[src/rtl/rac_pkg.sv]
// ************************************************************
// Attribute encodings and bank layout
// ************************************************************
package rac_pkg;

  localparam int RAC_WIDTH = 16;

  typedef enum logic [13:0] {
    RAC_HARDWARE_INITIALIZED = 14'h0001,
    RAC_RO_CONST = 14'h0002,
    RAC_RO_STATUS = 14'h0004,
    RAC_RC = 14'h0008,
    RAC_READ_CLEAR_WRITABLE = 14'h0010,
    RAC_RW = 14'h0020,
    RAC_RW1C = 14'h0040,
    RAC_WRITE_WHEN_UNLOCKED = 14'h0080,
    RAC_STICKY_READ_ONLY = 14'h0100,
    RAC_STICKY_READ_WRITE = 14'h0200,
    RAC_STICKY_WRITE_ONE_CLEAR = 14'h0400,
    RAC_WRITE_TRANSIENT = 14'h0800,
    RAC_ZERO = 14'h1000,
    RAC_RSVD = 14'h2000
  } rac_attr_type;

  typedef rac_attr_type rac_layout_type [RAC_WIDTH];

  // Bit 0 upward
  localparam rac_layout_type RAC_DEFAULT_LAYOUT = '{
    RAC_HARDWARE_INITIALIZED, RAC_RO_CONST, RAC_RO_STATUS, RAC_RC,
    RAC_READ_CLEAR_WRITABLE, RAC_RW, RAC_RW1C, RAC_WRITE_WHEN_UNLOCKED,
    RAC_STICKY_READ_ONLY, RAC_STICKY_READ_WRITE, RAC_STICKY_WRITE_ONE_CLEAR,
    RAC_WRITE_TRANSIENT, RAC_ZERO, RAC_RSVD, RAC_STICKY_WRITE_ONE_CLEAR,
    RAC_STICKY_READ_WRITE
  };
  localparam logic [RAC_WIDTH-1:0] RAC_DEFAULT_VALUE = 16'h0002;
  localparam logic [RAC_WIDTH-1:0] RAC_DEFAULT_FR_STICKY = 16'hc000;

  typedef struct packed {
    logic valid;
    logic write;
    logic [RAC_WIDTH-1:0] data;
  } rac_req_type;

  typedef struct packed {
    logic hot_reset;
    logic fund_reset;
    logic aux_power;
    logic unlock;
    logic write;
    logic read;
    logic init_load;
  } rac_ctl_type;

  // Kept through hot reset
  function automatic logic is_sticky(input rac_attr_type attr);
    return (attr == RAC_WRITE_WHEN_UNLOCKED) || (attr == RAC_STICKY_READ_ONLY)
      || (attr == RAC_STICKY_READ_WRITE) || (attr == RAC_STICKY_WRITE_ONE_CLEAR);
  endfunction : is_sticky

  // May also survive fundamental reset on aux power
  function automatic logic is_fr_capable(input rac_attr_type attr);
    return (attr == RAC_STICKY_READ_ONLY) || (attr == RAC_STICKY_READ_WRITE)
      || (attr == RAC_STICKY_WRITE_ONE_CLEAR);
  endfunction : is_fr_capable

endpackage : rac_pkg

[src/rtl/rac_bank.sv]
`timescale 1ns/1ps
// ************************************************************
// Attribute cell bank
// ************************************************************
// Notes on behaviour
// Strap-loaded bits freeze until next reset
// Read returns value then clears; writes ignored
// Read clears; writes also update value
// Accessor masks and preserves reserved bits
// Read-only bits ignore writes
// Read-write bits store written value
// Writing zero keeps, writing one clears
// Only hardware sets; only software clears
// Locked bits accept writes only when unlocked
// Locked bits survive hot, not fundamental reset
// Sticky read-only untouched by hot reset
// Aux power keeps marked sticky bits
// Sticky read-write untouched by hot reset
// Sticky one-clear bits survive hot reset
// Transient field reads zero, gates write
// Zero bits read zero, written zero
// Loader writes behave like root writes
// Set event beats same-cycle clear
module rac_bank #(
  parameter rac_pkg::rac_layout_type BIT_ATTR = rac_pkg::RAC_DEFAULT_LAYOUT,
  parameter logic [rac_pkg::RAC_WIDTH-1:0] DEFAULT_VALUE = rac_pkg::RAC_DEFAULT_VALUE,
  parameter logic [rac_pkg::RAC_WIDTH-1:0] FR_STICKY_MASK = rac_pkg::RAC_DEFAULT_FR_STICKY
) (
  // Clock and power-on reset
  input wire logic clock,
  input wire logic rst_n,
  // Reset events, power state and lock control
  input wire logic hot_reset,
  input wire logic fund_reset,
  input wire logic aux_power,
  input wire logic register_unlock_bit,
  // Configuration accesses
  input wire rac_pkg::rac_req_type root_req,
  input wire rac_pkg::rac_req_type eeprom_req,
  output logic root_ack,
  output logic eeprom_ack,
  output logic [rac_pkg::RAC_WIDTH-1:0] rd_data,
  // Strap initialization
  input wire logic init_load,
  input wire logic [rac_pkg::RAC_WIDTH-1:0] init_value,
  // Hardware status side
  input wire logic [rac_pkg::RAC_WIDTH-1:0] hw_set,
  input wire logic [rac_pkg::RAC_WIDTH-1:0] hw_clr,
  output logic [rac_pkg::RAC_WIDTH-1:0] field_value
);
  import rac_pkg::*;

  // ************************************************************
  // Layout decoding
  // ************************************************************
  function automatic logic [RAC_WIDTH-1:0] attr_mask(
    input rac_layout_type layout,
    input rac_attr_type attr
  );
    logic [RAC_WIDTH-1:0] m;
    m = '0;
    for (int b = 0; b < RAC_WIDTH; b++)
    begin
      m[b] = (layout[b] == attr);
    end
    return m;
  endfunction : attr_mask

  localparam logic [RAC_WIDTH-1:0] TRANSIENT_MASK = attr_mask(BIT_ATTR, RAC_WRITE_TRANSIENT);
  localparam logic [RAC_WIDTH-1:0] READ_ZERO = TRANSIENT_MASK
    | attr_mask(BIT_ATTR, RAC_ZERO) | attr_mask(BIT_ATTR, RAC_RSVD);

  // Without a transient field every write is qualified
  function automatic logic write_qualified(input logic [RAC_WIDTH-1:0] data);
    return (TRANSIENT_MASK == '0) || ((data & TRANSIENT_MASK) != '0);
  endfunction : write_qualified

  // ************************************************************
  // Access selection
  // ************************************************************
  logic take_eeprom;
  logic take_root;
  rac_req_type acc;
  logic rd_take;
  logic wr_any;
  logic wr_fields;
  rac_ctl_type ctl;

  // Loader wins a collision; root holds its request until acknowledged
  assign take_eeprom = eeprom_req.valid;
  assign take_root = root_req.valid && !eeprom_req.valid;
  assign acc = take_eeprom ? eeprom_req : root_req;
  assign rd_take = acc.valid && !acc.write;
  assign wr_any = acc.valid && acc.write;
  assign wr_fields = wr_any && write_qualified(acc.data);

  always_comb
  begin
    ctl.hot_reset = hot_reset;
    ctl.fund_reset = fund_reset;
    ctl.aux_power = aux_power;
    ctl.unlock = register_unlock_bit;
    ctl.write = wr_fields;
    ctl.read = rd_take;
    ctl.init_load = init_load;
  end

  // ************************************************************
  // Cells
  // ************************************************************
  for (genvar i = 0; i < RAC_WIDTH; i++)
  begin : g_cell
    rac_bit_cell #(
      .ATTR(BIT_ATTR[i]),
      .DEFAULT(DEFAULT_VALUE[i]),
      .FR_STICKY(FR_STICKY_MASK[i])
    ) u_cell (
      .clock(clock),
      .rst_n(rst_n),
      .ctl(ctl),
      .wr_bit(acc.data[i]),
      .init_bit(init_value[i]),
      .hw_set(hw_set[i]),
      .hw_clr(hw_clr[i]),
      .value(field_value[i])
    );
  end

  // ************************************************************
  // Answers
  // ************************************************************
  always_ff @(posedge clock or negedge rst_n)
  begin
    if (!rst_n)
    begin
      root_ack <= 1'b0;
      eeprom_ack <= 1'b0;
    end
    else
    begin
      root_ack <= take_root;
      eeprom_ack <= take_eeprom;
    end
  end

  // Captured before read-clear takes effect on the same edge
  always_ff @(posedge clock or negedge rst_n)
  begin
    if (!rst_n) rd_data <= '0;
    else if (rd_take) rd_data <= field_value & ~READ_ZERO;
  end

  // ************************************************************
  // Checks
  // ************************************************************
  logic quiet;
  assign quiet = !hot_reset && !fund_reset;

  a_read_zero_bits :
  assert property (@(posedge clock) disable iff (!rst_n)
    (rd_data & READ_ZERO) == '0)
  else $error("Zero or transient bit read back as one");

  a_read_capture :
  assert property (@(posedge clock) disable iff (!rst_n)
    rd_take |=> rd_data == $past(field_value & ~READ_ZERO))
  else $error("Read data does not match bits at read time");

  a_loader_priority :
  assert property (@(posedge clock) disable iff (!rst_n)
    eeprom_req.valid |=> eeprom_ack && !root_ack)
  else $error("Loader access not taken first");

  a_root_ack_taken :
  assert property (@(posedge clock) disable iff (!rst_n)
    take_root |=> root_ack && !eeprom_ack)
  else $error("Root access taken without acknowledge");

  a_root_ack_idle :
  assert property (@(posedge clock) disable iff (!rst_n)
    !take_root |=> !root_ack)
  else $error("Root acknowledge without a taken access");

  a_loader_ack_idle :
  assert property (@(posedge clock) disable iff (!rst_n)
    !eeprom_req.valid |=> !eeprom_ack)
  else $error("Loader acknowledge without a request");

  a_read_data_hold :
  assert property (@(posedge clock) disable iff (!rst_n)
    !rd_take |=> $stable(rd_data))
  else $error("Read data changed without a read");

  for (genvar i = 0; i < RAC_WIDTH; i++)
  begin : g_check
    if (BIT_ATTR[i] == RAC_HARDWARE_INITIALIZED)
    begin : g_strap
      a_strap_frozen :
      assert property (@(posedge clock) disable iff (!rst_n)
        quiet && !init_load |=> $stable(field_value[i]))
      else $error("Strap bit changed without init or reset");
      a_strap_reload :
      assert property (@(posedge clock) disable iff (!rst_n)
        (hot_reset || fund_reset) ##1 (quiet && init_load)
        |=> field_value[i] == $past(init_value[i]))
      else $error("Strap bit missed first load after reset");
    end
    if (BIT_ATTR[i] == RAC_RC || BIT_ATTR[i] == RAC_READ_CLEAR_WRITABLE)
    begin : g_rc
      a_rc_read_clear :
      assert property (@(posedge clock) disable iff (!rst_n)
        rd_take && quiet && !hw_set[i] |=> !field_value[i])
      else $error("Read did not clear bit");
    end
    if (BIT_ATTR[i] == RAC_RC)
    begin : g_rc_wr
      a_rc_write_ignored :
      assert property (@(posedge clock) disable iff (!rst_n)
        wr_any && quiet && !hw_set[i] |=> $stable(field_value[i]))
      else $error("Write changed read-clear bit");
    end
    if (BIT_ATTR[i] == RAC_READ_CLEAR_WRITABLE || BIT_ATTR[i] == RAC_RW
      || BIT_ATTR[i] == RAC_STICKY_READ_WRITE)
    begin : g_store
      a_write_store :
      assert property (@(posedge clock) disable iff (!rst_n)
        wr_fields && quiet && !hw_set[i] |=> field_value[i] == $past(acc.data[i]))
      else $error("Written value not stored");
      a_transient_gate :
      assert property (@(posedge clock) disable iff (!rst_n)
        wr_any && !wr_fields && !rd_take && quiet && !hw_set[i]
        |=> $stable(field_value[i]))
      else $error("Unqualified write took effect");
      a_loader_store :
      assert property (@(posedge clock) disable iff (!rst_n)
        take_eeprom && wr_fields && quiet && !hw_set[i]
        |=> field_value[i] == $past(eeprom_req.data[i]))
      else $error("Loader write not stored like a root write");
    end
    if (BIT_ATTR[i] == RAC_RO_CONST || BIT_ATTR[i] == RAC_RO_STATUS
      || BIT_ATTR[i] == RAC_STICKY_READ_ONLY)
    begin : g_ro
      a_ro_write_ignored :
      assert property (@(posedge clock) disable iff (!rst_n)
        wr_any && quiet && !hw_set[i] && !hw_clr[i] |=> $stable(field_value[i]))
      else $error("Write changed read-only bit");
    end
    if (BIT_ATTR[i] == RAC_RW1C || BIT_ATTR[i] == RAC_STICKY_WRITE_ONE_CLEAR)
    begin : g_w1c
      a_w1c_zero_keeps :
      assert property (@(posedge clock) disable iff (!rst_n)
        wr_any && !acc.data[i] && quiet && !hw_set[i] |=> $stable(field_value[i]))
      else $error("Writing zero changed one-clear bit");
      a_w1c_one_clears :
      assert property (@(posedge clock) disable iff (!rst_n)
        wr_fields && acc.data[i] && !hw_set[i] && quiet |=> !field_value[i])
      else $error("Writing one did not clear bit");
      a_w1c_hw_only :
      assert property (@(posedge clock) disable iff (!rst_n)
        $rose(field_value[i]) |-> $past(hw_set[i]))
      else $error("One-clear bit set without hardware event");
      a_w1c_no_hw_clear :
      assert property (@(posedge clock) disable iff (!rst_n)
        $fell(field_value[i]) |-> $past(wr_fields && acc.data[i])
          || $past(hot_reset || fund_reset))
      else $error("One-clear bit cleared without write of one");
      a_set_wins :
      assert property (@(posedge clock) disable iff (!rst_n)
        hw_set[i] && wr_fields && acc.data[i] && quiet |=> field_value[i])
      else $error("Set event lost to same-cycle clear");
      a_w1c_clr_ignored :
      assert property (@(posedge clock) disable iff (!rst_n)
        hw_clr[i] && !wr_fields && quiet |=> !$fell(field_value[i]))
      else $error("Hardware clear reached a one-clear bit");
    end
    if (BIT_ATTR[i] == RAC_WRITE_WHEN_UNLOCKED)
    begin : g_lock
      a_lock_refuses :
      assert property (@(posedge clock) disable iff (!rst_n)
        wr_any && !register_unlock_bit && quiet |=> $stable(field_value[i]))
      else $error("Locked bit accepted a write");
      a_lock_open_store :
      assert property (@(posedge clock) disable iff (!rst_n)
        wr_fields && register_unlock_bit && quiet
        |=> field_value[i] == $past(acc.data[i]))
      else $error("Unlocked write not stored");
      a_lock_fund_default :
      assert property (@(posedge clock) disable iff (!rst_n)
        fund_reset |=> field_value[i] == DEFAULT_VALUE[i])
      else $error("Locked bit kept value over fundamental reset");
    end
    if (BIT_ATTR[i] == RAC_RO_CONST)
    begin : g_const
      a_const_fixed :
      assert property (@(posedge clock) disable iff (!rst_n)
        field_value[i] == DEFAULT_VALUE[i])
      else $error("Constant read-only bit changed");
    end
    if (BIT_ATTR[i] == RAC_RO_STATUS || BIT_ATTR[i] == RAC_STICKY_READ_ONLY)
    begin : g_status
      a_status_set :
      assert property (@(posedge clock) disable iff (!rst_n)
        hw_set[i] && quiet |=> field_value[i])
      else $error("Status bit missed hardware set");
      a_status_clear :
      assert property (@(posedge clock) disable iff (!rst_n)
        hw_clr[i] && !hw_set[i] && quiet |=> !field_value[i])
      else $error("Status bit missed hardware clear");
    end
    if (BIT_ATTR[i] == RAC_WRITE_TRANSIENT || BIT_ATTR[i] == RAC_ZERO
      || BIT_ATTR[i] == RAC_RSVD)
    begin : g_zero
      a_zero_cell_low :
      assert property (@(posedge clock) disable iff (!rst_n)
        !field_value[i])
      else $error("Zero or transient cell holds a one");
    end
    if (is_sticky(BIT_ATTR[i]))
    begin : g_sticky
      a_sticky_hot_keep :
      assert property (@(posedge clock) disable iff (!rst_n)
        hot_reset && !fund_reset && !wr_any && !hw_set[i] && !hw_clr[i]
        |=> $stable(field_value[i]))
      else $error("Sticky bit altered by hot reset");
    end
    else
    begin : g_plain
      a_plain_hot_default :
      assert property (@(posedge clock) disable iff (!rst_n)
        hot_reset || fund_reset |=> field_value[i] == DEFAULT_VALUE[i])
      else $error("Non-sticky bit missed reset default");
    end
    if (is_fr_capable(BIT_ATTR[i]))
    begin : g_fr
      a_fr_aux_keep :
      assert property (@(posedge clock) disable iff (!rst_n)
        fund_reset && aux_power && FR_STICKY_MASK[i] && !wr_any
        && !hw_set[i] && !hw_clr[i] |=> $stable(field_value[i]))
      else $error("Marked sticky bit lost on aux power");
      a_fr_main_default :
      assert property (@(posedge clock) disable iff (!rst_n)
        fund_reset && !(aux_power && FR_STICKY_MASK[i])
        |=> field_value[i] == DEFAULT_VALUE[i])
      else $error("Sticky bit kept value without aux power");
    end
  end

endmodule : rac_bank

[src/rtl/rac_bit_cell.sv]
`timescale 1ns/1ps
// ************************************************************
// One attribute cell
// ************************************************************
module rac_bit_cell #(
  parameter rac_pkg::rac_attr_type ATTR = rac_pkg::RAC_RW,
  parameter logic DEFAULT = 1'b0,
  parameter logic FR_STICKY = 1'b0
) (
  // Clock and power-on reset
  input wire logic clock,
  input wire logic rst_n,
  // Shared access and reset control
  input wire rac_pkg::rac_ctl_type ctl,
  // Per-bit data
  input wire logic wr_bit,
  input wire logic init_bit,
  input wire logic hw_set,
  input wire logic hw_clr,
  // Stored bit
  output logic value
);
  import rac_pkg::*;

  logic loaded;
  logic reset_now;
  logic next_value;

  // Sticky cells keep running through a hot reset pulse, and marked ones through a fundamental reset on aux power, so no event is lost
  always_comb
  begin
    reset_now = 1'b0;
    if (ctl.fund_reset)
    begin
      reset_now = !(is_fr_capable(ATTR) && FR_STICKY && ctl.aux_power);
    end
    else if (ctl.hot_reset)
    begin
      reset_now = !is_sticky(ATTR);
    end
  end

  always_comb
  begin
    next_value = value;
    if (reset_now)
    begin
      next_value = DEFAULT;
    end
    else
    begin
      unique case (ATTR)
        RAC_HARDWARE_INITIALIZED:
          if (ctl.init_load && !loaded) next_value = init_bit;
        RAC_RO_CONST:
          next_value = DEFAULT;
        RAC_RO_STATUS, RAC_STICKY_READ_ONLY:
          if (hw_set) next_value = 1'b1;
          else if (hw_clr) next_value = 1'b0;
        RAC_RC:
          if (hw_set) next_value = 1'b1;
          else if (ctl.read) next_value = 1'b0;
        RAC_READ_CLEAR_WRITABLE:
          if (hw_set) next_value = 1'b1;
          else if (ctl.write) next_value = wr_bit;
          else if (ctl.read) next_value = 1'b0;
        RAC_RW, RAC_STICKY_READ_WRITE:
          if (ctl.write) next_value = wr_bit;
        RAC_RW1C, RAC_STICKY_WRITE_ONE_CLEAR:
          if (hw_set) next_value = 1'b1;
          else if (ctl.write && wr_bit) next_value = 1'b0;
        RAC_WRITE_WHEN_UNLOCKED:
          if (ctl.write && ctl.unlock) next_value = wr_bit;
        RAC_WRITE_TRANSIENT, RAC_ZERO, RAC_RSVD:
          next_value = 1'b0;
      endcase
    end
  end

  always_ff @(posedge clock or negedge rst_n)
  begin
    if (!rst_n) value <= DEFAULT;
    else value <= next_value;
  end

  // Reopened by any reset that returns the bit to default
  always_ff @(posedge clock or negedge rst_n)
  begin
    if (!rst_n) loaded <= 1'b0;
    else if (reset_now) loaded <= 1'b0;
    else if (ctl.init_load) loaded <= 1'b1;
  end

endmodule : rac_bit_cell

[config.mk]
export PLATFORM = sky130hd
export DESIGN_NAME = rac_bank
export DESIGN_NICKNAME = d
export VERILOG_FILES = /design/src/rtl/rac_pkg.sv /design/src/rtl/rac_bank.sv /design/src/rtl/rac_bit_cell.sv
export SDC_FILE = /design/constraint.sdc
export NUM_CORES = 1
export LEC_CHECK = 0
export ABC_AREA = 1
export BUFFER_PORTS_ARGS = -buffer_cell sky130_fd_sc_hd__buf_2
export CORE_MARGIN = 8
export CORE_UTILIZATION = 25
export CTS_CLUSTER_SIZE = 10
export DETAILED_ROUTE_END_ITERATION = 12
export PLACE_DENSITY = 0.64
export RECOVER_POWER = 25
export SKIP_CTS_REPAIR_TIMING = 1
export SYNTH_ARGS = -nofsm -noshare
export SYNTH_HDL_FRONTEND = slang
export SYNTH_SLANG_ARGS = --single-unit
[constraint.sdc]
create_clock -name clock -period 0.9 [get_ports clock]
set_input_delay 0.045 -clock clock [delete_from_list [all_inputs] [get_ports clock]]
set_output_delay 0.045 -clock clock [all_outputs]
set_load 0.05 [all_outputs]
==> results of run 1 <==
## worst min-delay path by stage
stage,cells after the start,end,from,slack [ps]
6_report,3,g_cell[8].u_cell.value$_DFFE_PN0P_,hw_set[8],-0.5
5_1_grt,3,root_ack$_DFF_PN0_,root_req[17],10
4_1_cts,2,rd_data[4]$_DFFE_PN0P_,rst_n,-230
3_5_place_dp,2,rd_data[14]$_DFFE_PN0P_,rst_n,70
3_3_place_gp,2,rd_data[15]$_DFFE_PN0P_,rst_n,60
2_1_floorplan,0,eeprom_ack$_DFF_PN0_,rst_n,-250
## placed cells by master, fill, tap and decap left out, types with 3 or more instances in the layout
cell,synthesis,layout
nor2_1,9,9
buf_4,19,27
a21oi_1,8,8
dlygate4sd3_1,0,4
buf_6,2,27
nand3_1,8,8
buf_2,1,37
dfrtp_1,28,27
conb_1,2,7
nand2_4,3,3
nand2_1,71,71
inv_1,15,15
clkbuf_8,0,4
## per-layer routing
metal / up-vias / GRT usage (%)
met5: - / 0
met4: 0 / 3.62
met3: 2 / 2.61
met2: 52 / 15.5
met1: 593 / 10.8
li1: 697 / -
## through the flow
step | util, % | instances | hold WS, ps | area (µm²)
final | 39.8 | 339 | -0.541 | 2210
after floorplan | - | 187 | -251 | 1470
after detailed placement | 32.1 | 309 | 71.1 | 1780
after global routing | 39.8 | 339 | 13.0 | 2210
after CTS | 33.1 | 313 | -230 | 1830
after global placement | 32.1 | 309 | 63.7 | 1780
## sequential cells by signal, summed over array words and instances, names as in the netlist
| name | flops |
|---|---|
| root_ack | 1 |
| rd_data | 13 |
| eeprom_ack | 1 |
| g_cell.u_cell.loaded | 1 |
| g_cell.u_cell.value | 12 |
## cells in the mapped netlist
master    instances  area, µm²
nand2_2           1       6.26
nand3_1           8       40.0
nand2_4           3       33.8
dfrtp_1          28        701
nand3_2           2       20.0
clkbuf_1          1       3.75
a21oi_1           8       40.0
nor3_1            2       10.0
nor2_1            9       33.8
clkinv_2          1       5.00
conb_1            2       7.51
nand4_1           2       12.5
buf_2             1       5.00
o21ai_2           1       8.76
o21ai_1           2       10.0
inv_2             2       7.51
buf_4            19        143
or2_1             2       12.5
nand2_1          71        267
inv_1            15       56.3
buf_6             2       22.5
## final cells by class
type | instances | area share [%]
Clock buffer | 4 | 2.49
Inverter | 18 | 3.12
Multi-Input combinational cell | 118 | 23.6
Sequential cell | 28 | 31.8
Tap cell | 72 | 4.08
Timing Repair Buffer | 99 | 34.9
## kinds of logic (layout without fill, tap and decap cells)
group | after synthesis | in the layout | share of synthesized area, %
compound gates | 11 | 11 | 4.07
buf+inv | 41 | 121 | 16.8
flops | 28 | 28 | 48.5
other cells | 2 | 7 | 0.520
simple gates | 100 | 100 | 30.1
## worst min-delay path, delay by kind of cell
kind / cells / cell delay [ps]
AO/OA/AOI/OAI: 1 / 40
buffers and inverters: 1 / 70
AND/OR/NAND/NOR: 1 / 70
## power by group
| group | internal (mW) | leakage (nW) | switching [mW] | total, mW |
|---|---|---|---|---|
| logic | 0.424 | 0.882 | 0.661 | 1.09 |
| registers | 1.35 | 0.365 | 0.0683 | 1.41 |
| clock network | 0.391 | 0.0288 | 0.382 | 0.773 |
==> impl_metrics.json, run 1 <==
{
  "crit_type": "reg -> out",
  "setup_viol": 4,
  "path_max_fanout": 3,
  "grt_pass1_wl_mm": 6.36,
  "multiInputGateArea_um2": 520,
  "rows": 27,
  "setup_ws_ps": -24.3,
  "cap_violations": 0,
  "slew_viol_final": 0,
  "cts_tree": "done",
  "grt_pass1_vias": 1333,
  "clk_transition_reported_paths_ps": 90,
  "drc": 0,
  "clock_sinks": 28,
  "routedWlPerCell_um": 12.1,
  "cp-end-kind": "output port",
  "met2_length_mm": 1.92,
  "grt_use_total_pct": 9.21,
  "clockBufferDepth": 2,
  "finalPower_mw": 3.27,
  "cp_top_family": "flip-flops",
  "vias": 1344,
  "highest_layer": "met4",
  "regArea_um2": 702,
  "diodes": 0,
  "ant_nets": 0,
  "grt-ovfl-total": 0,
  "worstReg2RegStart": "g_cell[2].u_cell.value$_DFFE_PN0P_",
  "antenna_found_initial": 0,
  "powerDensity_nw_per_um2": 1480,
  "period_share_pct": 103,
  "drt-met1-wl_mm": 1.87,
  "fill_cells": 605,
  "path_depth": 1,
  "die_area_um2": 8470,
  "path_cells": "buf_6",
  "fin_setup_tns_ps": -64.5,
  "required_ps": 850,
  "failed_checks": "negative hold slack, negative setup slack",
  "slowest_stage": "dfrtp_1",
  "holdWs_ps": -0.541,
  "cp_num_buf_inv": 1,
  "synth_cell_type_count": 21,
  "core_area_um2": 5540,
  "grt_max_degree": 29,
  "peakVddDrop_mv": 0.607,
  "finalHoldViolations": 1,
  "nNetsFinal": 359,
  "place_congestion": 0.775,
  "power_leakage_nw": 1.28,
  "fp.dieH_um": 92.0,
  "syn-cell-area_um2": 1450,
  "hp-class": "in -> reg",
  "reg2reg_slack_ps": 50,
  "synth_cells": 182,
  "fin_skew_ps": 1.77,
  "place_hpwl_mm": 3.18,
  "outcome": "finished, violations left",
  "area_growth_syn_to_layout_pct": 52.7,
  "die_w_um": 92.0,
  "period_needed_ps": 924,
  "portBuffers": 65,
  "drt_wl_total_mm": 4.11,
  "synth_warnings": 0,
  "drive_gt1_share_pct": 40.8,
  "drt_iter0_drc": 20,
  "wl_met3_um": 277,
  "cp_data_arrival_time_ps": 880,
  "vias_per_cell": 3.96,
  "worstReg2RegEnd": "g_cell[2].u_cell.value$_DFFE_PN0P_",
  "dr.pass1.iters": 4,
  "critPathMaxStageDelay_ps": 440,
  "synth_seq_cells": 28,
  "htreeDepth": 1,
  "postSynthAreaPerCell_um2": 7.94,
  "cts-root-buf": "clkbuf_8",
  "preCtsSetupSlack_ps": -69.8,
  "startpoint": "g_cell[5].u_cell.value$_DFFE_PN0P_",
  "maxClockFrequency_ghz": 1.08,
  "num_io_pins": 125,
  "ys_seq_area_share_pct": 48.5,
  "reg2reg_depth": 3,
  "insertion_delay_ps": 270,
  "rsz0062_at_grt": "true",
  "start_kind": "register",
  "cts_buffers": 3,
  "endpoint": "field_value[5]",
  "start_util_pct": 26.1
}
No activity file was read; power rests on OpenSTA's default activity.
==> run 2, diff against run 1 <==
--- a/config.mk
+++ b/config.mk
@@ -7,13 +7,16 @@
 export LEC_CHECK = 0
 export ABC_AREA = 1
 export BUFFER_PORTS_ARGS = -buffer_cell sky130_fd_sc_hd__buf_2
+export CELL_PAD_IN_SITES_DETAIL_PLACEMENT = 1
+export CELL_PAD_IN_SITES_GLOBAL_PLACEMENT = 1
 export CORE_MARGIN = 8
-export CORE_UTILIZATION = 25
+export CORE_UTILIZATION = 24
 export CTS_CLUSTER_SIZE = 10
 export DETAILED_ROUTE_END_ITERATION = 12
-export PLACE_DENSITY = 0.64
+export PLACE_DENSITY = 0.85
 export RECOVER_POWER = 25
 export SKIP_CTS_REPAIR_TIMING = 1
+export SKIP_LAST_GASP = 1
 export SYNTH_ARGS = -nofsm -noshare
 export SYNTH_HDL_FRONTEND = slang
 export SYNTH_SLANG_ARGS = --single-unit
==> impl_metrics.json, run 2 (synthesis results as in run 1) <==
{
  "outcome": "finished, violations left",
  "failed_checks": "negative hold slack, negative setup slack",
  "grt_pass1_wl_mm": 7.01,
  "drt_wl_total_mm": 4.53,
  "path_depth": 1,
  "period_needed_ps": 919,
  "rsz0062_at_grt": "true",
  "antenna_found_initial": 0,
  "required_ps": 850,
  "routedWlPerCell_um": 13.4,
  "place_hpwl_mm": 3.62,
  "final_common_cell": "nand2_1",
  "placed_cell_area_um2": 1800,
  "hp-class": "in -> reg",
  "grt_use_total_pct": 9.94,
  "drive_gt1_share_pct": 39.7,
  "endpoint": "field_value[8]",
  "fp.dieH_um": 93.6,
  "cp_data_arrival_time_ps": 870,
  "worstHoldPathCells": 3,
  "die_w_um": 93.6,
  "grt-ovfl-total": 0,
  "core_area_um2": 5890,
  "cts-root-buf": "clkbuf_8",
  "layout_common_cells": "71 x nand2_1, 37 x buf_2, 27 x dfrtp_1, 27 x buf_6, 21 x buf_4",
  "portBuffers": 65,
  "diodes": 0,
  "place_congestion": 0.777,
  "fin_setup_tns_ps": -84.6,
  "drt_iter0_drc": 33,
  "vias": 1379,
  "dr.pass1.iters": 4,
  "die_area_um2": 8760,
  "top_register": "rd_data",
  "cp_num_buf_inv": 1,
  "cp_top_family": "flip-flops",
  "slowest_stage": "dfrtp_1",
  "finalPower_mw": 3.50,
  "cap_violations": 0,
  "startpoint": "g_cell[8].u_cell.value$_DFFE_PN0P_",
  "path_max_fanout": 3,
  "maxClockFrequency_ghz": 1.09,
  "worstHoldStart": "hw_set[2]",
  "worstReg2RegEnd": "g_cell[0].u_cell.value$_DFFE_PN0P_",
  "fin_skew_ps": 5.04,
  "largest_reg_flops": 13,
  "cts_tree": "done",
  "clk_transition_reported_paths_ps": 100,
  "slew_viol_final": 0,
  "critPathMaxStageDelay_ps": 430,
  "rows": 28,
  "clockBufferDepth": 2,
  "grt_pass1_vias": 1453,
  "preCtsSetupSlack_ps": -127,
  "fin_util_pct": 37.4,
  "nNetsFinal": 354,
  "worstReg2RegStart": "g_cell[0].u_cell.value$_DFFE_PN0P_",
  "cp-end-kind": "output port",
  "start_kind": "register",
  "reg2reg_depth": 3,
  "period_share_pct": 102,
  "finalHoldViolations": 2,
  "vias_per_cell": 4.09,
  "htreeDepth": 1,
  "stdcell_count": 337,
  "num_io_pins": 125,
  "cts_buffers": 3,
  "area_growth_syn_to_layout_pct": 52.2,
  "reg2reg_slack_ps": 40,
  "setup_ws_ps": -18.7,
  "start_util_pct": 24.6,
  "grt_max_degree": 18,
  "reg_top3": "rd_data (13), g_cell.u_cell.value (12)",
  "power_leakage_nw": 1.26,
  "placed_cells": 311,
  "peakVddDrop_mv": 0.591,
  "fin_area_um2": 2200,
  "crit_type": "reg -> out",
  "setup_viol": 8,
  "clock_sinks": 28,
  "holdWs_ps": -12.2,
  "drc": 0,
  "ant_nets": 0,
  "insertion_delay_ps": 280,
  "powerDensity_nw_per_um2": 1590,
  "path_cells": "buf_6"
}
-- run 2: cell types whose count changed in the layout (fill, tap and decap cells not counted), sizes merged --
cell and change:
bufinv +1, clkbuf -1, buf -5
-- run 2: worst min path at each step --
stage	endpoint	slack (ps)
after CTS	rd_data[8]$_DFFE_PN0P_	-350
after global routing	root_ack$_DFF_PN0_	10
after detailed placement	rd_data[9]$_DFFE_PN0P_	-40
after floorplan	eeprom_ack$_DFF_PN0_	-250
after global placement	rd_data[9]$_DFFE_PN0P_	-40
final	g_cell[2].u_cell.value$_DFFE_PN0P_	-10
-- run 2: metal layers --
metal | vias to the layer above | GRT usage (%) | share of wire [%] | wire length [µm]
li1 | 683 | - | - | -
met1 | 643 | 11.6 | 41 | 1870
met2 | 47 | 17.2 | 52 | 2340
met3 | 6 | 2.00 | 5.1 | 230
met4 | 0 | 4.49 | 2.0 | 91
met5 | - | 0 | 0 | 0
-- run 2: layout make-up --
class	instances	area [µm²]
clock inverter	1	30.0
timing repair buffer	94	743
sequential	28	702
fill	739	3690
inverter	18	68.8
multi-input combinational	118	520
tap	75	93.8
clock buffer	3	41.3
-- run 2: where the power goes --
group	leakage (nW)	switching [mW]	internal [mW]
clock	0.0357	0.402	0.596
combinational	0.860	0.666	0.414
sequential	0.365	0.0717	1.35
total	1.26	1.14	2.35
==> run 3, diff against run 2 <==
--- a/config.mk
+++ b/config.mk
@@ -10,10 +10,10 @@
 export CELL_PAD_IN_SITES_DETAIL_PLACEMENT = 1
 export CELL_PAD_IN_SITES_GLOBAL_PLACEMENT = 1
 export CORE_MARGIN = 8
-export CORE_UTILIZATION = 24
+export CORE_UTILIZATION = 25
 export CTS_CLUSTER_SIZE = 10
 export DETAILED_ROUTE_END_ITERATION = 12
-export PLACE_DENSITY = 0.85
+export PLACE_DENSITY = 0.88
 export RECOVER_POWER = 25
 export SKIP_CTS_REPAIR_TIMING = 1
 export SKIP_LAST_GASP = 1
==> constraint.sdc (replaced) <==
create_clock -name clock -period 1.1 [get_ports clock]
set_input_delay 0.055 -clock clock [delete_from_list [all_inputs] [get_ports clock]]
set_output_delay 0.055 -clock clock [all_outputs]
set_load 0.05 [all_outputs]
==> impl_metrics.json, run 3 (synthesis results as in run 1) <==
{
  "final_common_cell": "nand2_1",
  "finalHoldViolations": 2,
  "fin_skew_ps": 2.55,
  "place_congestion": 0.785,
  "outcome": "finished, violations left",
  "ant_nets": 0,
  "antenna_found_initial": 0,
  "diodes": 0,
  "vias_per_cell": 4.23,
  "layout_common_cells": "71 x nand2_1, 63 x buf_2, 28 x dfrtp_1, 15 x inv_1, 9 x nor2_1",
  "area_growth_syn_to_layout_pct": 26.3,
  "cts_buffers": 3,
  "worstHoldPathCells": 2,
  "required_ps": 1040,
  "rows": 27,
  "fin_setup_tns_ps": 0,
  "cts_tree": "done",
  "place_hpwl_mm": 3.66,
  "placed_cells": 304,
  "insertion_delay_ps": 280,
  "num_io_pins": 125,
  "fill_cells": 712,
  "largest_reg_flops": 13,
  "clk_transition_reported_paths_ps": 100,
  "start_kind": "register",
  "path_max_fanout": 3,
  "die_w_um": 92.0,
  "nNetsFinal": 331,
  "hp-class": "in -> reg",
  "grt_pass1_wl_mm": 6.85,
  "stdcell_count": 311,
  "cp_top_family": "flip-flops",
  "peakVddDrop_mv": 0.475,
  "critPathMaxStageDelay_ps": 400,
  "start_util_pct": 26.1,
  "holdWs_ps": -10.4,
  "setup_viol": 0,
  "powerDensity_nw_per_um2": 1460,
  "grt_max_degree": 18,
  "cp_data_arrival_time_ps": 970,
  "cp_num_buf_inv": 1,
  "period_share_pct": 92.7,
  "dr.pass1.iters": 4,
  "drc": 0,
  "core_area_um2": 5540,
  "crit_type": "reg -> out",
  "htreeDepth": 1,
  "grt-ovfl-total": 0,
  "path_cells": "buf_2",
  "drive_gt1_share_pct": 33.9,
  "grt_use_total_pct": 9.93,
  "slowest_stage": "dfrtp_1",
  "cap_violations": 0,
  "clock_sinks": 28,
  "cts-root-buf": "clkbuf_8",
  "fp.dieH_um": 92.0,
  "die_area_um2": 8470,
  "path_depth": 1,
  "grt_pass1_vias": 1417,
  "fin_area_um2": 1830,
  "maxClockFrequency_ghz": 0.980,
  "finalPower_mw": 2.66,
  "slew_viol_final": 0,
  "cp-end-kind": "output port",
  "vias": 1314,
  "clockBufferDepth": 2,
  "period_needed_ps": 1020,
  "reg2reg_depth": 2,
  "failed_checks": "negative hold slack",
  "reg_top3": "rd_data (13), g_cell.u_cell.value (12)",
  "routedWlPerCell_um": 13.9,
  "drt_wl_total_mm": 4.31,
  "drt_iter0_drc": 14,
  "top_register": "rd_data",
  "rsz0062_at_grt": "false",
  "placed_cell_area_um2": 1730,
  "portBuffers": 65,
  "power_leakage_nw": 1.10
}
[run 3: cell count changes in the layout (fill, tap and decap cells not counted), moves of 2 or more]
cell	previous run	this run
buf_2	37	63
buf_12	2	0
buf_6	27	0
buf_4	21	2
[run 3: report_power, final]
group	internal, mW	switching, mW	leakage, nW
Sequential	1.10	0.0429	0.365
Clock	0.488	0.332	0.0357
Combinational	0.173	0.524	0.701
Total	1.76	0.899	1.10
[run 3: cell type report]
class	instances	area (µm²)	area share (%)
Clock buffer	3	41.3	2.26
Clock inverter	1	30.0	1.64
Inverter	18	68.8	3.77
Multi-Input combinational cell	118	520	28.5
Sequential cell	28	701	38.4
Tap cell	72	90.1	4.93
Timing Repair Buffer	71	374	20.5
[run 3: worst register-to-register path: stages (launching register included)]
cell     delay, ps
dfrtp_1        400
nor3_1         210
nor3_1          70
[run 3: layer usage]
layer  vias up  track usage (%)  wire length (µm)
met4         0             4.43                75
li1        642                -                 -
met3         5             2.61               304
met5         -                0                 0
met2        47             17.4              2100
met1       620             11.0              1830
[run 3: path summary, 6_finish.rpt]
kind                                                startpoint                            endpoint  slack [ps]
setup reg to reg           g_cell[0].u_cell.loaded$_DFFE_PN0P_  g_cell[0].u_cell.value$_DFFE_PN0P_         320
min in group asynchronous                                rst_n              rd_data[9]$_DFFE_PN0P_         230
hold reg to reg                         rd_data[1]$_DFFE_PN0P_              rd_data[1]$_DFFE_PN0P_         470
setup / recovery            g_cell[7].u_cell.value$_DFFE_PN0P_                      field_value[7]          80
max in group asynchronous                                rst_n             rd_data[14]$_DFFE_PN0P_         350
hold / removal                                      fund_reset  g_cell[8].u_cell.value$_DFFE_PN0P_         -10
[run 3: per-stage QoR]
stage | hold WS (ps) | util (%) | worst slack, ps
2_1_floorplan | -241 | - | 156
5_1_grt | 4.38 | 32.9 | 12.4
3_3_place_gp | -3.77 | 31.2 | 106
4_1_cts | -314 | 32.5 | 59.7
3_5_place_dp | -4.22 | 31.2 | 15.6
6_report | -10.4 | 32.9 | 79.8
